File: config.mk
export PLATFORM = sky130hd
export DESIGN_NAME = xadl_core
export DESIGN_NICKNAME = d
export VERILOG_FILES = /design/src/hdl/xadl_pkg.sv /design/src/hdl/xadl_core.sv
export SDC_FILE = /design/constraint.sdc
export NUM_CORES = 1
export LEC_CHECK = 0
export BUFFER_PORTS_ARGS = -buffer_cell sky130_fd_sc_hd__buf_4
export CAP_MARGIN = 20
export CORE_MARGIN = 8
export CORE_UTILIZATION = 45
export CTS_CLUSTER_SIZE = 24
export DETAILED_ROUTE_END_ITERATION = 10
export GPL_ROUTABILITY_DRIVEN = 0
export HOLD_SLACK_MARGIN = 0.05
export PLACE_DENSITY = 0.72
export REMOVE_ABC_BUFFERS = 1
export SETUP_SLACK_MARGIN = 0.5
export SYNTH_ARGS = -nofsm -noshare
export SYNTH_HDL_FRONTEND = slang
export SYNTH_SLANG_ARGS = --single-unit
File: constraint.sdc
create_clock -name aclk -period 26 [get_ports aclk]
set_input_delay 5.2 -clock aclk [delete_from_list [all_inputs] [get_ports aclk]]
set_output_delay 5.2 -clock aclk [all_outputs]
set_load 0.02 [all_outputs]
File: src/hdl/xadl_pkg.sv
package xadl_pkg;

    // ------------------------------------------------------------
    // Register map, byte addresses on the AXI4-Lite port
    // ------------------------------------------------------------
    localparam int         ADDR_W      = 8;
    localparam logic [7:0] OFS_INSTR   = 8'h00;
    localparam logic [7:0] OFS_ACC     = 8'h04;
    localparam logic [7:0] OFS_STATUS  = 8'h08;
    localparam logic [7:0] OFS_FADDR   = 8'h0C;
    localparam logic [7:0] OFS_FDATA   = 8'h10;
    localparam logic [7:0] OFS_DIR_A   = 8'h14;
    localparam logic [7:0] OFS_DIR_B   = 8'h18;
    localparam logic [7:0] OFS_DIR_C   = 8'h1C;
    localparam logic [7:0] OFS_ERR     = 8'h20;

    // ------------------------------------------------------------
    // Instruction word fields
    // ------------------------------------------------------------
    localparam int         OPND_LSB    = 0;
    localparam int         DEST_BIT    = 8;
    localparam int         OPC_LSB     = 16;
    localparam int         FILE_AW     = 7;
    localparam int         FILE_DEPTH  = 128;

    typedef enum logic [1:0]
    {
        XADL_OPC_NONE     = 2'h0,
        XADL_OPC_LIT_XOR  = 2'h1,
        XADL_OPC_FILE_XOR = 2'h2,
        XADL_OPC_DIR_LOAD = 2'h3
    } xadl_opcode_type;

    // Direction-load operand codes
    localparam logic [7:0] DIR_SEL_A   = 8'h05;
    localparam logic [7:0] DIR_SEL_LO  = 8'h05;
    localparam logic [7:0] DIR_SEL_HI  = 8'h07;
    localparam int         DIR_COUNT   = 3;

    // ------------------------------------------------------------
    // Status and error bits, reset values, responses
    // ------------------------------------------------------------
    localparam int         STAT_C      = 0;
    localparam int         STAT_DC     = 1;
    localparam int         STAT_Z      = 2;
    localparam int         ERR_DIR     = 0;
    localparam int         ERR_FILE    = 1;
    localparam logic [7:0] ACC_RST     = 8'h00;
    localparam logic [7:0] STATUS_RST  = 8'h00;
    localparam logic [7:0] DIR_RST     = 8'hFF;
    localparam logic [6:0] FADDR_RST   = 7'h00;
    localparam logic [1:0] ERR_RST     = 2'h0;
    localparam logic [1:0] RESP_OKAY   = 2'h0;
    localparam logic [1:0] RESP_SLVERR = 2'h2;

endpackage

File: src/hdl/xadl_core.sv
`timescale 1ns/1ps

module xadl_core
(
    input  wire logic        aclk,
    input  wire logic        aresetn,
    input  wire logic [7:0]  s_axi_awaddr,
    input  wire logic [2:0]  s_axi_awprot,
    input  wire logic        s_axi_awvalid,
    output logic             s_axi_awready,
    input  wire logic [31:0] s_axi_wdata,
    input  wire logic [3:0]  s_axi_wstrb,
    input  wire logic        s_axi_wvalid,
    output logic             s_axi_wready,
    output logic [1:0]       s_axi_bresp,
    output logic             s_axi_bvalid,
    input  wire logic        s_axi_bready,
    input  wire logic [7:0]  s_axi_araddr,
    input  wire logic [2:0]  s_axi_arprot,
    input  wire logic        s_axi_arvalid,
    output logic             s_axi_arready,
    output logic [31:0]      s_axi_rdata,
    output logic [1:0]       s_axi_rresp,
    output logic             s_axi_rvalid,
    input  wire logic        s_axi_rready,
    output logic [7:0]       accumulator,
    output logic [7:0]       status_flags,
    output logic [7:0]       port_a_direction,
    output logic [7:0]       port_b_direction,
    output logic [7:0]       port_c_direction
);

    // ------------------------------------------------------------
    // Helpers
    // ------------------------------------------------------------

    // True for any offset that answers OKAY
    function automatic logic xadl_mapped(input logic [7:0] a);
        xadl_mapped = (a == xadl_pkg::OFS_INSTR)  ||
                      (a == xadl_pkg::OFS_ACC)    ||
                      (a == xadl_pkg::OFS_STATUS) ||
                      (a == xadl_pkg::OFS_FADDR)  ||
                      (a == xadl_pkg::OFS_FDATA)  ||
                      (a == xadl_pkg::OFS_DIR_A)  ||
                      (a == xadl_pkg::OFS_DIR_B)  ||
                      (a == xadl_pkg::OFS_DIR_C)  ||
                      (a == xadl_pkg::OFS_ERR);
    endfunction

    // Byte-lane 0 merge for the 8-bit registers
    function automatic logic [7:0] xadl_lane0(input logic [7:0] old_v,
                                              input logic [7:0] new_v,
                                              input logic       strb);
        xadl_lane0 = strb ? new_v : old_v;
    endfunction

    // ------------------------------------------------------------
    // State
    // ------------------------------------------------------------
    logic        aw_held_ff;
    logic        w_held_ff;
    logic [7:0]  awaddr_ff;
    logic [31:0] wdata_ff;
    logic [3:0]  wstrb_ff;
    logic        awready_ff;
    logic        wready_ff;
    logic        bvalid_ff;
    logic [1:0]  bresp_ff;
    logic        arready_ff;
    logic        rvalid_ff;
    logic [1:0]  rresp_ff;
    logic [31:0] rdata_ff;
    logic [7:0]  acc_ff;
    logic [7:0]  status_ff;
    logic [6:0]  faddr_ff;
    logic [1:0]  err_ff;
    logic [7:0]  dir_ff [0:xadl_pkg::DIR_COUNT-1];
    logic [7:0]  file_mem [0:xadl_pkg::FILE_DEPTH-1];

    // ------------------------------------------------------------
    // Write channel handshakes
    // ------------------------------------------------------------

    // Address and data are taken in either order, then joined
    wire         aw_take     = s_axi_awvalid & awready_ff;
    wire         w_take      = s_axi_wvalid & wready_ff;
    wire         wr_fire     = aw_held_ff & w_held_ff & ~bvalid_ff;
    wire         nxt_aw_held = (aw_held_ff | aw_take) & ~wr_fire;
    wire         nxt_w_held  = (w_held_ff | w_take) & ~wr_fire;
    wire         nxt_bvalid  = wr_fire | (bvalid_ff & ~s_axi_bready);
    wire  [1:0]  nxt_bresp   = xadl_mapped(awaddr_ff) ?
                               xadl_pkg::RESP_OKAY : xadl_pkg::RESP_SLVERR;

    always_ff @(posedge aclk)
    begin
        if (!aresetn)
        begin
            aw_held_ff <= 1'b0;
            w_held_ff  <= 1'b0;
            awready_ff <= 1'b0;
            wready_ff  <= 1'b0;
            bvalid_ff  <= 1'b0;
            bresp_ff   <= xadl_pkg::RESP_OKAY;
        end
        else
        begin
            aw_held_ff <= nxt_aw_held;
            w_held_ff  <= nxt_w_held;
            awready_ff <= ~nxt_aw_held;
            wready_ff  <= ~nxt_w_held;
            bvalid_ff  <= nxt_bvalid;
            bresp_ff   <= wr_fire ? nxt_bresp : bresp_ff;
        end
    end

    // Payload holders carry no control meaning, so no reset needed
    always_ff @(posedge aclk)
    begin
        if (aw_take)
            awaddr_ff <= s_axi_awaddr;
        if (w_take)
        begin
            wdata_ff <= s_axi_wdata;
            wstrb_ff <= s_axi_wstrb;
        end
    end

    // ------------------------------------------------------------
    // Register write decode
    // ------------------------------------------------------------
    wire        strb0      = wstrb_ff[0];
    wire        wr_acc     = wr_fire & (awaddr_ff == xadl_pkg::OFS_ACC);
    wire        wr_status  = wr_fire & (awaddr_ff == xadl_pkg::OFS_STATUS);
    wire        wr_faddr   = wr_fire & (awaddr_ff == xadl_pkg::OFS_FADDR);
    wire        wr_fdata   = wr_fire & (awaddr_ff == xadl_pkg::OFS_FDATA);
    wire        wr_err     = wr_fire & (awaddr_ff == xadl_pkg::OFS_ERR);
    // Opcode lane must be written too, else a half word could execute
    wire        wr_instr   = wr_fire & (awaddr_ff == xadl_pkg::OFS_INSTR)
                             & wstrb_ff[0] & wstrb_ff[2];

    // ------------------------------------------------------------
    // Instruction decode
    // ------------------------------------------------------------
    wire [1:0]  opc_bits   = wdata_ff[xadl_pkg::OPC_LSB +: 2];
    wire [7:0]  operand    = wdata_ff[xadl_pkg::OPND_LSB +: 8];
    wire        dest_file  = wdata_ff[xadl_pkg::DEST_BIT];
    wire [6:0]  file_sel   = operand[6:0];
    wire        is_lit     = opc_bits == xadl_pkg::XADL_OPC_LIT_XOR;
    wire        is_file    = opc_bits == xadl_pkg::XADL_OPC_FILE_XOR;
    wire        is_dir     = opc_bits == xadl_pkg::XADL_OPC_DIR_LOAD;
    wire        file_ok    = ~operand[7];
    wire        dir_ok     = (operand >= xadl_pkg::DIR_SEL_LO) &&
                             (operand <= xadl_pkg::DIR_SEL_HI);
    wire        exec_lit   = wr_instr & is_lit;
    wire        exec_file  = wr_instr & is_file & file_ok;
    wire        exec_dir   = wr_instr & is_dir & dir_ok;

    // ------------------------------------------------------------
    // Exclusive-OR datapath
    // ------------------------------------------------------------
    wire [7:0]  file_rd    = file_mem[file_sel];
    wire [7:0]  lit_res    = acc_ff ^ operand;
    wire [7:0]  file_res   = acc_ff ^ file_rd;
    wire [7:0]  xor_res    = exec_lit ? lit_res : file_res;
    wire        xor_zero   = xor_res == 8'h00;
    wire        exec_xor   = exec_lit | exec_file;
    wire        to_acc     = exec_lit | (exec_file & ~dest_file);
    wire        to_file    = exec_file & dest_file;

    // Accumulator: instruction result wins over nothing, bus is exclusive
    wire [7:0]  nxt_acc    = to_acc ? xor_res :
                             wr_acc ? xadl_lane0(acc_ff, wdata_ff[7:0],
                                                 strb0) :
                             acc_ff;

    // Only Z is touched by an XOR; C, DC and upper bits pass through
    wire [7:0]  xor_status = {status_ff[7:xadl_pkg::STAT_Z+1],
                              xor_zero,
                              status_ff[xadl_pkg::STAT_Z-1:0]};
    wire [7:0]  nxt_status = exec_xor  ? xor_status :
                             wr_status ? xadl_lane0(status_ff, wdata_ff[7:0],
                                                    strb0) :
                             status_ff;

    wire [7:0]  faddr_new  = xadl_lane0({1'b0, faddr_ff}, wdata_ff[7:0],
                                        strb0);
    wire [6:0]  nxt_faddr  = wr_faddr ? faddr_new[6:0] : faddr_ff;

    // Sticky operand errors; a fresh error beats a clear in one cycle
    wire [1:0]  err_set    = {wr_instr & is_file & ~file_ok,
                              wr_instr & is_dir & ~dir_ok};
    wire [1:0]  err_clr    = (wr_err & strb0) ? wdata_ff[1:0] : 2'h0;
    wire [1:0]  nxt_err    = (err_ff & ~err_clr) | err_set;

    always_ff @(posedge aclk)
    begin
        if (!aresetn)
        begin
            acc_ff    <= xadl_pkg::ACC_RST;
            status_ff <= xadl_pkg::STATUS_RST;
            faddr_ff  <= xadl_pkg::FADDR_RST;
            err_ff    <= xadl_pkg::ERR_RST;
        end
        else
        begin
            acc_ff    <= nxt_acc;
            status_ff <= nxt_status;
            faddr_ff  <= nxt_faddr;
            err_ff    <= nxt_err;
        end
    end

    // ------------------------------------------------------------
    // File register array
    // ------------------------------------------------------------

    // Bus and instruction writes never coincide, one write at a time
    wire        mem_we     = to_file | (wr_fdata & strb0);
    wire [6:0]  mem_addr   = to_file ? file_sel : faddr_ff;
    wire [7:0]  mem_wd     = to_file ? file_res : wdata_ff[7:0];

    always_ff @(posedge aclk)
    begin
        if (mem_we)
            file_mem[mem_addr] <= mem_wd;
    end

    // ------------------------------------------------------------
    // Port direction registers
    // ------------------------------------------------------------

    // Operand 5, 6, 7 pick entry 0, 1, 2; flags are not involved
    genvar gi;
    generate
        for (gi = 0; gi < xadl_pkg::DIR_COUNT; gi++)
        begin : g_dir
            localparam logic [7:0] SEL = xadl_pkg::DIR_SEL_A + 8'(gi);
            wire load = exec_dir & (operand == SEL);
            always_ff @(posedge aclk)
            begin
                if (!aresetn)
                    dir_ff[gi] <= xadl_pkg::DIR_RST;
                else if (load)
                    dir_ff[gi] <= acc_ff;
            end
        end
    endgenerate

    // ------------------------------------------------------------
    // Read channel
    // ------------------------------------------------------------
    wire        ar_take    = s_axi_arvalid & arready_ff;
    wire        nxt_rvalid = ar_take | (rvalid_ff & ~s_axi_rready);
    wire [7:0]  ra         = s_axi_araddr;
    wire [7:0]  rd_byte    =
        (ra == xadl_pkg::OFS_ACC)    ? acc_ff :
        (ra == xadl_pkg::OFS_STATUS) ? status_ff :
        (ra == xadl_pkg::OFS_FADDR)  ? {1'b0, faddr_ff} :
        (ra == xadl_pkg::OFS_FDATA)  ? file_mem[faddr_ff] :
        (ra == xadl_pkg::OFS_DIR_A)  ? dir_ff[0] :
        (ra == xadl_pkg::OFS_DIR_B)  ? dir_ff[1] :
        (ra == xadl_pkg::OFS_DIR_C)  ? dir_ff[2] :
        (ra == xadl_pkg::OFS_ERR)    ? {6'h00, err_ff} :
        8'h00;
    wire [1:0]  nxt_rresp  = xadl_mapped(ra) ?
                             xadl_pkg::RESP_OKAY : xadl_pkg::RESP_SLVERR;

    // Data captured at the take, so later state changes cannot tear it
    always_ff @(posedge aclk)
    begin
        if (!aresetn)
        begin
            arready_ff <= 1'b0;
            rvalid_ff  <= 1'b0;
            rresp_ff   <= xadl_pkg::RESP_OKAY;
            rdata_ff   <= 32'h0000_0000;
        end
        else
        begin
            arready_ff <= ~nxt_rvalid;
            rvalid_ff  <= nxt_rvalid;
            rresp_ff   <= ar_take ? nxt_rresp : rresp_ff;
            rdata_ff   <= ar_take ? {24'h00_0000, rd_byte} : rdata_ff;
        end
    end

    // ------------------------------------------------------------
    // Outputs, all straight from flops
    // ------------------------------------------------------------
    assign s_axi_awready    = awready_ff;
    assign s_axi_wready     = wready_ff;
    assign s_axi_bvalid     = bvalid_ff;
    assign s_axi_bresp      = bresp_ff;
    assign s_axi_arready    = arready_ff;
    assign s_axi_rvalid     = rvalid_ff;
    assign s_axi_rresp      = rresp_ff;
    assign s_axi_rdata      = rdata_ff;
    assign accumulator      = acc_ff;
    assign status_flags     = status_ff;
    assign port_a_direction = dir_ff[0];
    assign port_b_direction = dir_ff[1];
    assign port_c_direction = dir_ff[2];

endmodule

Word level (Yosys, flattened, before mapping)
Memory sizes are Yosys's and may differ from the RTL's. A register that Yosys moved wholly into a read port is not among the register bits. Index checks and enable logic that the tools add are counted.

Flip-flop bits (word level): 73. Bits in latches: 0. Bits in writable memories: 1048. ROM bits: 0. Bits of input ports: 65. Output and inout bits: 81. Memories: 2.

Add/subtract/negate cells: 0. Multipliers: 0. Div/mod/pow operators: 0. Magnitude comparators: 2. Equal/unequal tests: 22. Shifts and indexed selects: 0. Muxes and demuxes: 38. Bitwise gates (word level): 57. Reductions and logical operators: 28.

Memories: file_mem (depth 128, bits a word 8, read ports 2, clocked after Yosys merged registers in 2, wr ports 1, line xadl_core.sv:78) `logic [7:0] file_mem [0:xadl_pkg::FILE_DEPTH-1];`; dir_ff (depth 3, bits a word 8, read ports 3, clocked after Yosys merged registers in 0, wr ports 3, line xadl_core.sv:77) `logic [7:0] dir_ff [0:xadl_pkg::DIR_COUNT-1];`.

Operators with widths (count): 2-to-1 mux 8 bit (15); equality test 8 x 5 -> 1 bit, second input constant (8); equality test 8 x 3 -> 1 bit, second input constant (5); equality test 8 x 4 -> 1 bit, second input constant (4); AND 1 bit (31); 2-to-1 mux 7 bit (4); zero test 8 bit (3); equality test 8 x 6 -> 1 bit, second input constant (2); logical OR 1 bit (16); XOR 8 bit (2); 2-to-1 mux 1 bit (12); inverter 1 bit (11); OR 1 bit (10); 2-to-1 mux 3 bit (3); >= comparator 8 x 3 -> 1 bit, second input constant (1); less-or-equal comparator 8 x 3 -> 1 bit, second input constant (1); 2-to-1 mux 2 bit (4); nonzero test 2 bit (4); AND reduction 2 bit (3); equality test 2 bit, second input constant (2); AND reduction 3 bit (1); AND 2 bit (1); equality test 2 x 1 -> 1 bit, second input constant (1); inverter 2 bit (1); 2 further kinds (2).

Logic depth before layout (Yosys ltp)
Gate-level depths: netlist (run 1).

Depth in word-level cells: 12. Gate-level depth with buffers: 15. Gate-level depth less buffers: 9.

Worst setup path before layout (run 1)
OpenSTA, ideal clock, no wires.

Kind: reg-to-reg. Start: register with a tool-made name. End: memory file_mem[0][1] (data pin). Setup time: 1.197 ns. Arrival time: 7.517 ns. Setup slack: 17.287 ns. Cell stages (with the launch flop): 12. Buffers on the path: 4. Clock period less this slack: 8.713 ns. Cells stage by stage: dfxtp_1 -> buf_2 -> buf_4 -> buf_2 -> buf_2 -> mux4_2 -> a221oi_1 -> o21ai_0 -> a2bb2oi_1 -> nor2_1 -> xnor2_1 -> o21ai_0.

RTL lines (line): end, declared (xadl_core.sv:78).

Worst setup path in the final report (run 1)
Start: input port s_axi_araddr[7]. End: register rdata_ff[6] (netlist: s_axi_rdata[6]).

Longest elaborated chain between the ends: 8. Elaborated cells between the ends (all ways): 14. Classes of those cells: eq/ne: 7; mux: 7.

RTL lines: start, declared (line xadl_core.sv:18) `input wire logic [7:0] s_axi_araddr,`; equality test 8 x 5 -> 1 bit (line xadl_core.sv:262) `(ra == xadl_pkg::OFS_DIR_C) ? dir_ff[2] :`; 2-to-1 mux 8 bit (line xadl_core.sv:262); 2-to-1 mux 8 bit (line xadl_core.sv:261) `(ra == xadl_pkg::OFS_DIR_B) ? dir_ff[1] :`; 2-to-1 mux 8 bit (line xadl_core.sv:260) `(ra == xadl_pkg::OFS_DIR_A) ? dir_ff[0] :`; 2-to-1 mux 8 bit (line xadl_core.sv:259) `(ra == xadl_pkg::OFS_FDATA) ? file_mem[faddr_ff] :`; 2-to-1 mux 8 bit (line xadl_core.sv:258) `(ra == xadl_pkg::OFS_FADDR) ? {1'b0, faddr_ff} :`; 2-to-1 mux 8 bit (line xadl_core.sv:257) `(ra == xadl_pkg::OFS_STATUS) ? status_ff :`; 2-to-1 mux 8 bit * (line xadl_core.sv:256) `(ra == xadl_pkg::OFS_ACC) ? acc_ff :`; end signal, assigned (line xadl_core.sv:283) `rdata_ff <= ar_take ? {24'h00_0000, rd_byte} : rdata_ff;`; end, declared (line xadl_core.sv:72) `logic [31:0] rdata_ff;`.

Mark *: on every way between the ends. The rest lies on a longest branch, timed or not. A chain may end at the register's enable or synchronous reset.

==> results.toml, run 1 <==
[yosys]
synthCells = 2935
avgSynthCellArea_um2 = 18.1
synth_edf_count = 1069
yosys_warnings = 0
synthFlopType = "edfxtp_1"
netlist_area_um2 = 53000
synth_cell_types = 73
seq_area_frac_synth_pct = 62.7
ys_ff_latch = 1125
async_flop_share_pct = 0

[worst_hold_path]
hold_path.class = "register to register"

[worst_setup_path]
cpMaxStageDelayCell = "nor3_1"
path_buf_inv = 1
ff2ff_path_depth = 10
crit_fanout = 9
cp_top_family = "simple AND/OR/NAND/NOR gates"
arrival_ns = 7.89
critPathMaxStageDelay_ns = 0.80
crit_required_ns = 26.55
endpoint_kind = "register"
rrSetupSlack_ns = 19.29
cp_cell_sequence = "buf_4 > or4_1 > nor2_1 > nand2_1 > nor3_1 > o211ai_1 > nand4_1 > a21oi_1"
reg2reg_to = "file_mem[68][7]$_DFFE_PP_"
endpoint = "s_axi_rdata[6]$_SDFFE_PN0P_"
path_depth = 8
worstSetupStartpointType = "primary input"
worstSetupPathType = "primary input to register"
critPathLaunch = "s_axi_araddr[7]"

[floorplanning]
fp.dieW_um = 359
rows = 126
die_y_um = 359
dieArea_um2 = 129000
core_um2 = 117000
io-pin-count = 146
start_util_pct = 45.1

[drt]
vias = 31900
drtAntennaViolNets = 0
routed_wl_um = 160000
wl_per_cell_um = 34.5
viasPerCell = 6.88
dr.first_iter.drc_count = 5180
drt_first_pass_iters = 6
drc_errors = 0

[clocking]
h-tree-depth = 3
cts_setup_buffers = 0
cts_tree = "yes"
cts_resized = 0
clk_pin_slew_worst_paths_ns = 0.06
cts_buffer_depth = 3
clock_latency_ns = 0.70
cts_hold_buf = 0
cts_sinks = 1125
cts_buffers = 109
root_buffer = "clkbuf_16"

[sta]
finalMaxSlewViolations = 0
worst_slack_ns = 18.66
fmax_ghz = 0.136
setup_viol = 0
tns_ns = 0
min_period_ns = 7.34
worstMarginPinSlew_ns = 1.39
final.setup_skew_ns = 0.0370
rsz0062_at_grt = "false"
fin_crit_sh_pct = 28.2
hold_slack_ns = 0.463
max_slew_margin_pct = 6.88
hold_viol_final = 0

[global_route]
grt_util_all_layers_pct = 24.0
gr-total-overflow = 0
grt_max_degree = 109
antenna_found_initial = 7
grt_first_pass_wirelength_um = 227000
grt_pass1_vias = 30900

[power]
vdd_drop_max_mv = 0.0546
powerDensity_nw_per_um2 = 65.5
p_leak_nw = 17.9

[placed_design]
hpwl_um = 105000
place_ws_ns = 18.07
port_buffers = 90
dp_cells = 4427

[final_layout]
drive_above_1_share_pct = 31.9
seq_area_um2 = 33300
nFillCells = 9259
area_delta_synth_final_pct = 11.4
multiInputGateArea_um2 = 18700
layoutNonFillerInstCount = 4636
utilization_pct = 50.3
layout.nets = 3075

[run]
maxCapViolCount = 0

[status]
outcome = "finished clean"
-- cell usage after synthesis, types with 31 or more instances --
master / number / share of area (%)
nand3_1: 42 / 0.40
nand2_1: 144 / 1.0
dfxtp_1: 56 / 2.1
buf_2: 71 / 0.67
a21oi_1: 62 / 0.59
a22oi_1: 43 / 0.61
edfxtp_1: 1069 / 61
buf_1: 31 / 0.22
nor2_1: 183 / 1.3
mux2_2: 44 / 0.94
buf_4: 37 / 0.52
clkbuf_1: 101 / 0.72
mux2i_1: 96 / 1.8
o21ai_0: 55 / 0.52
mux4_2: 545 / 23
-- cells by family (layout without fill, tap and decap cells) --
group | count (synthesis) | count (layout) | share of synthesized area [%]
multiplexers | 685 | 685 | 25.9
XOR/XNOR | 14 | 14 | 0.231
other | 1 | 30 | 0.00708
AND/OR/NAND/NOR | 533 | 533 | 4.76
buffers and inverters | 257 | 393 | 2.31
flip-flops | 1125 | 1125 | 62.7
AO/OA/AOI/OAI | 320 | 320 | 4.08
-- area by class of cell --
type	count	share of cell area, %
flip-flops and latches	1125	56.3
diodes	4	0.0170
inverters	13	0.0827
well taps	1536	3.26
multi-input cells	1578	31.8
clock inverters	64	1.11
repair buffers	183	2.48
clock buffers	133	4.96
-- worst register-to-register path, delay by kind of cell (launching register included) --
family | cells | cell delay [ns]
buffers and inverters | 3 | 2.29
flip-flops | 1 | 0.73
XOR/XNOR | 1 | 0.25
AO/OA/AOI/OAI | 4 | 1.92
multiplexers | 1 | 0.67
AND/OR/NAND/NOR | 1 | 0.35
-- metrics by stage --
stage	total power, W	area [µm²]
after floorplan	0.00222	51900
after global placement	0.00228	55300
after detailed placement	0.00228	55400
after CTS	0.00386	58900
after global routing	0.00394	59000
final	0.00386	59000
-- worst min-delay path by stage --
stage | start | to | slack [ns] | cells after the start
6_report | s_axi_rdata[3]$_SDFFE_PN0P_ | s_axi_rdata[3]$_SDFFE_PN0P_ | 0.46 | 2
5_1_grt | s_axi_rdata[6]$_SDFFE_PN0P_ | s_axi_rdata[6]$_SDFFE_PN0P_ | 0.49 | 2
4_1_cts | s_axi_rdata[3]$_SDFFE_PN0P_ | s_axi_rdata[3]$_SDFFE_PN0P_ | 0.46 | 2
3_5_place_dp | s_axi_rdata[3]$_SDFFE_PN0P_ | s_axi_rdata[3]$_SDFFE_PN0P_ | 0.45 | 2
3_3_place_gp | s_axi_rdata[3]$_SDFFE_PN0P_ | s_axi_rdata[3]$_SDFFE_PN0P_ | 0.45 | 2
2_1_floorplan | w_held_ff$_SDFF_PN0_ | w_held_ff$_SDFF_PN0_ | 0.47 | 2
-- flip-flops by register name, summed over array words and instances, names as in the netlist, 7 cells and up, named ones only --
signal and flops:
dir_ff 24, status_flags 8, accumulator 8, file_mem 1024, awaddr_ff 8, s_axi_rdata 8
wdata_ff 11, faddr_ff 7
-- placed cells by master, fill, tap and decap left out, drive strengths merged, types with 8 or more instances in the layout --
cell type,count
dfxtp,56
and2,11
nand3,42
o21ai,55
a31oi,13
conb,26
nand2b,27
clkinv,47
mux2,44
clkbuf,134
a211oi,19
a221oi,8
nand4,13
a21oi,62
nor2,183
mux2i,96
or2,28
nand2,144
edfxtp,1069
a22oi,43
o31ai,9
mux4,545
buf,182
inv,14
nor2b,21
o22ai,30
o221ai,11
nor3,10
bufinv,13
nand3b,14
o211ai,9
-- routing by layer --
layer	global-route usage [%]	share of wire (%)	wire length (µm)	vias up
met5	0	0.016	26	-
met4	8.80	4.4	7060	4
met3	8.33	14	22900	426
met2	36.2	45	72100	2467
met1	32.4	36	57600	16600
li1	-	-	-	12400
-- where the power goes --
group	switching [W]	leakage [nW]	total (W)	internal, W
Combinational	0.000166	6.08	0.000257	0.0000908
Sequential	0.0000133	10.0	0.00199	0.00198
Clock	0.000688	1.77	0.00161	0.000926
(Power assumes the default switching activity.)
==> inputs of run 2 (changes only) <==
PLACE_DENSITY = 0.74   (was 0.72)
clock period = 6.05 ns   (was 26 ns; I/O delays follow)
==> results.toml, run 2 (same netlist as run 1, synthesis figures left out) <==
[status]
outcome = "finished clean"

[clocking]
cts_hold_buf = 0
cts_resized = 0
clk_pin_slew_worst_paths_ns = 0.06
cts_buffer_depth = 3
cts_setup_buffers = 0
root_buffer = "clkbuf_16"
h-tree-depth = 3
cts_sinks = 1125
clock_latency_ns = 0.70
cts_tree = "yes"
cts_buffers = 112

[sta]
min_period_ns = 5.26
worstMarginPinSlew_ns = 1.21
final.setup_skew_ns = 0.0386
fmax_ghz = 0.190
hold_viol_final = 0
rsz0062_at_grt = "false"
fin_crit_sh_pct = 86.9
setup_viol = 0
max_slew_margin_pct = 19.1
finalMaxSlewViolations = 0

[global_route]
grt_util_all_layers_pct = 24.3
gr-total-overflow = 0
gr-usage-met1_pct = 31.9
met2_usage_pct = 36.6
antenna_found_initial = 8
grt_first_pass_wirelength_um = 230000
grt.met3_usage_pct = 8.00
grt_pass1_vias = 31900
top_usage_layer = "met2"
grt_max_degree = 129

[worst_setup_path]
crit_fanout = 19
cp_top_family = "simple AND/OR/NAND/NOR gates"
endpoint = "file_mem[32][3]$_DFFE_PP_"
endpoint_kind = "register"
path_buf_inv = 1
critPathLaunch = "awaddr_ff[1]$_DFFE_PP_"
crit_top_cell = "nor4_1"
worstSetupPathType = "register to register"
arrival_ns = 5.54
cpMaxStageDelayCell = "nor2_1"
crit_required_ns = 6.33
cp_cell_sequence = "nor4_1 > nand4b_1 > nor4_1 > nand2_2 > buf_4 > o21ai_0 > nand2_1 > nor2_1"
critPathMaxStageDelay_ns = 0.90
rrSetupSlack_ns = 0.79
worstSetupStartpointType = "register"
r2r-start = "awaddr_ff[1]$_DFFE_PP_"
reg2reg_to = "file_mem[32][3]$_DFFE_PP_"
path_depth = 8
ff2ff_path_depth = 8

[placed_design]
port_buffers = 90
hpwl_um = 109000
place_area_um2 = 55900

[final_layout]
utilization_pct = 50.7
regMostFlops = "file_mem"
fin_area_um2 = 59600
nFillCells = 9120
final_common_cell = "edfxtp_1"
layout.nets = 3120
multiInputGateArea_um2 = 18700
seq_area_um2 = 33300
area_delta_synth_final_pct = 12.4
drive_above_1_share_pct = 32.6
reg_top3 = "file_mem: 1024 flops, dir_ff: 24 flops, wdata_ff: 11 flops"
largest_reg_flops = 1024
layout_common_cells = "edfxtp_1, mux4_2, buf_4"

[drt]
routed_wl_um = 161000
drt_first_pass_iters = 6
drc_errors = 0
drtAntennaViolNets = 0
viasPerCell = 6.88
vias = 32300
wl_per_cell_um = 34.4
dr.first_iter.drc_count = 5439

[power]
powerDensity_nw_per_um2 = 279
p_leak_nw = 18.1
vdd_drop_max_mv = 0.214

[floorplanning]
die_y_um = 359
io-pin-count = 146
core_um2 = 117000
start_util_pct = 45.1
fp.dieW_um = 359
dieArea_um2 = 129000
rows = 126

[worst_hold_path]
hold_path.class = "register to register"
hp-start = "s_axi_rdata[5]$_SDFFE_PN0P_"

[run]
maxCapViolCount = 0
-- run 2: cell count changes in the layout (fill, tap and decap cells not counted), moves of 3 or more --
| cell | before | now |
|---|---|---|
| bufinv_16 | 13 | 10 |
| clkbuf_4 | 3 | 0 |
| clkbuf_16 | 113 | 116 |
| buf_4 | 167 | 201 |
| clkinv_2 | 23 | 27 |
| buf_12 | 3 | 24 |
| clkbuf_1 | 16 | 27 |
| buf_6 | 10 | 0 |
-- run 2: per-layer routing --
layer  part of all wire [%]  vias up
met3                     15      479
met2                     45     2699
li1                       -    12500
met1                     34    16500
met5                  0.059        -
met4                    5.7        4
-- run 2: where the power goes --
group / switching [W] / internal (W)
Combinational: 0.000716 / 0.000409
Sequential: 0.0000708 / 0.00851
Clock: 0.00295 / 0.00395
-- run 2: how the worst min path moves through the flow --
stage,to,slack (ns),cells past startpoint
3_3_place_gp,s_axi_rdata[3]$_SDFFE_PN0P_,0.44,2
3_5_place_dp,s_axi_rdata[5]$_SDFFE_PN0P_,0.45,2
6_report,s_axi_rdata[5]$_SDFFE_PN0P_,0.45,2
2_1_floorplan,w_held_ff$_SDFF_PN0_,0.47,2
5_1_grt,s_axi_rdata[6]$_SDFFE_PN0P_,0.49,2
4_1_cts,s_axi_rdata[5]$_SDFFE_PN0P_,0.46,2
-- run 2: final cells by class --
class | count | share of cell area, %
sequential | 1125 | 55.8
tap | 1536 | 3.23
antenna | 3 | 0.0126
clock buffer | 145 | 5.09
inverter | 13 | 0.0819
timing repair buffer | 225 | 3.34
multi-input combinational | 1578 | 31.5
clock inverter | 65 | 0.958
-- run 2: worst min-delay path, delay by kind of cell, from the launching register on --
kind	cells	cell delay (ns)
AO/OA/AOI/OAI	1	0.05
flip-flops	1	0.31
AND/OR/NAND/NOR	1	0.05
-- run 2: stage by stage --
step                TNS [ns]  hold WS (ns)  setup slack [ns]  std cells  total power (W)
detailed placement         0         0.449             0.884       4476          0.00983
global route               0         0.490             0.526       4687           0.0169
CTS                        0         0.455             0.833       4686           0.0166
global placement           0         0.444              1.05       4476          0.00981
finish                     0         0.455             0.791       4690           0.0166
floorplan           -8971.87         0.468            -10.53       2716          0.00952
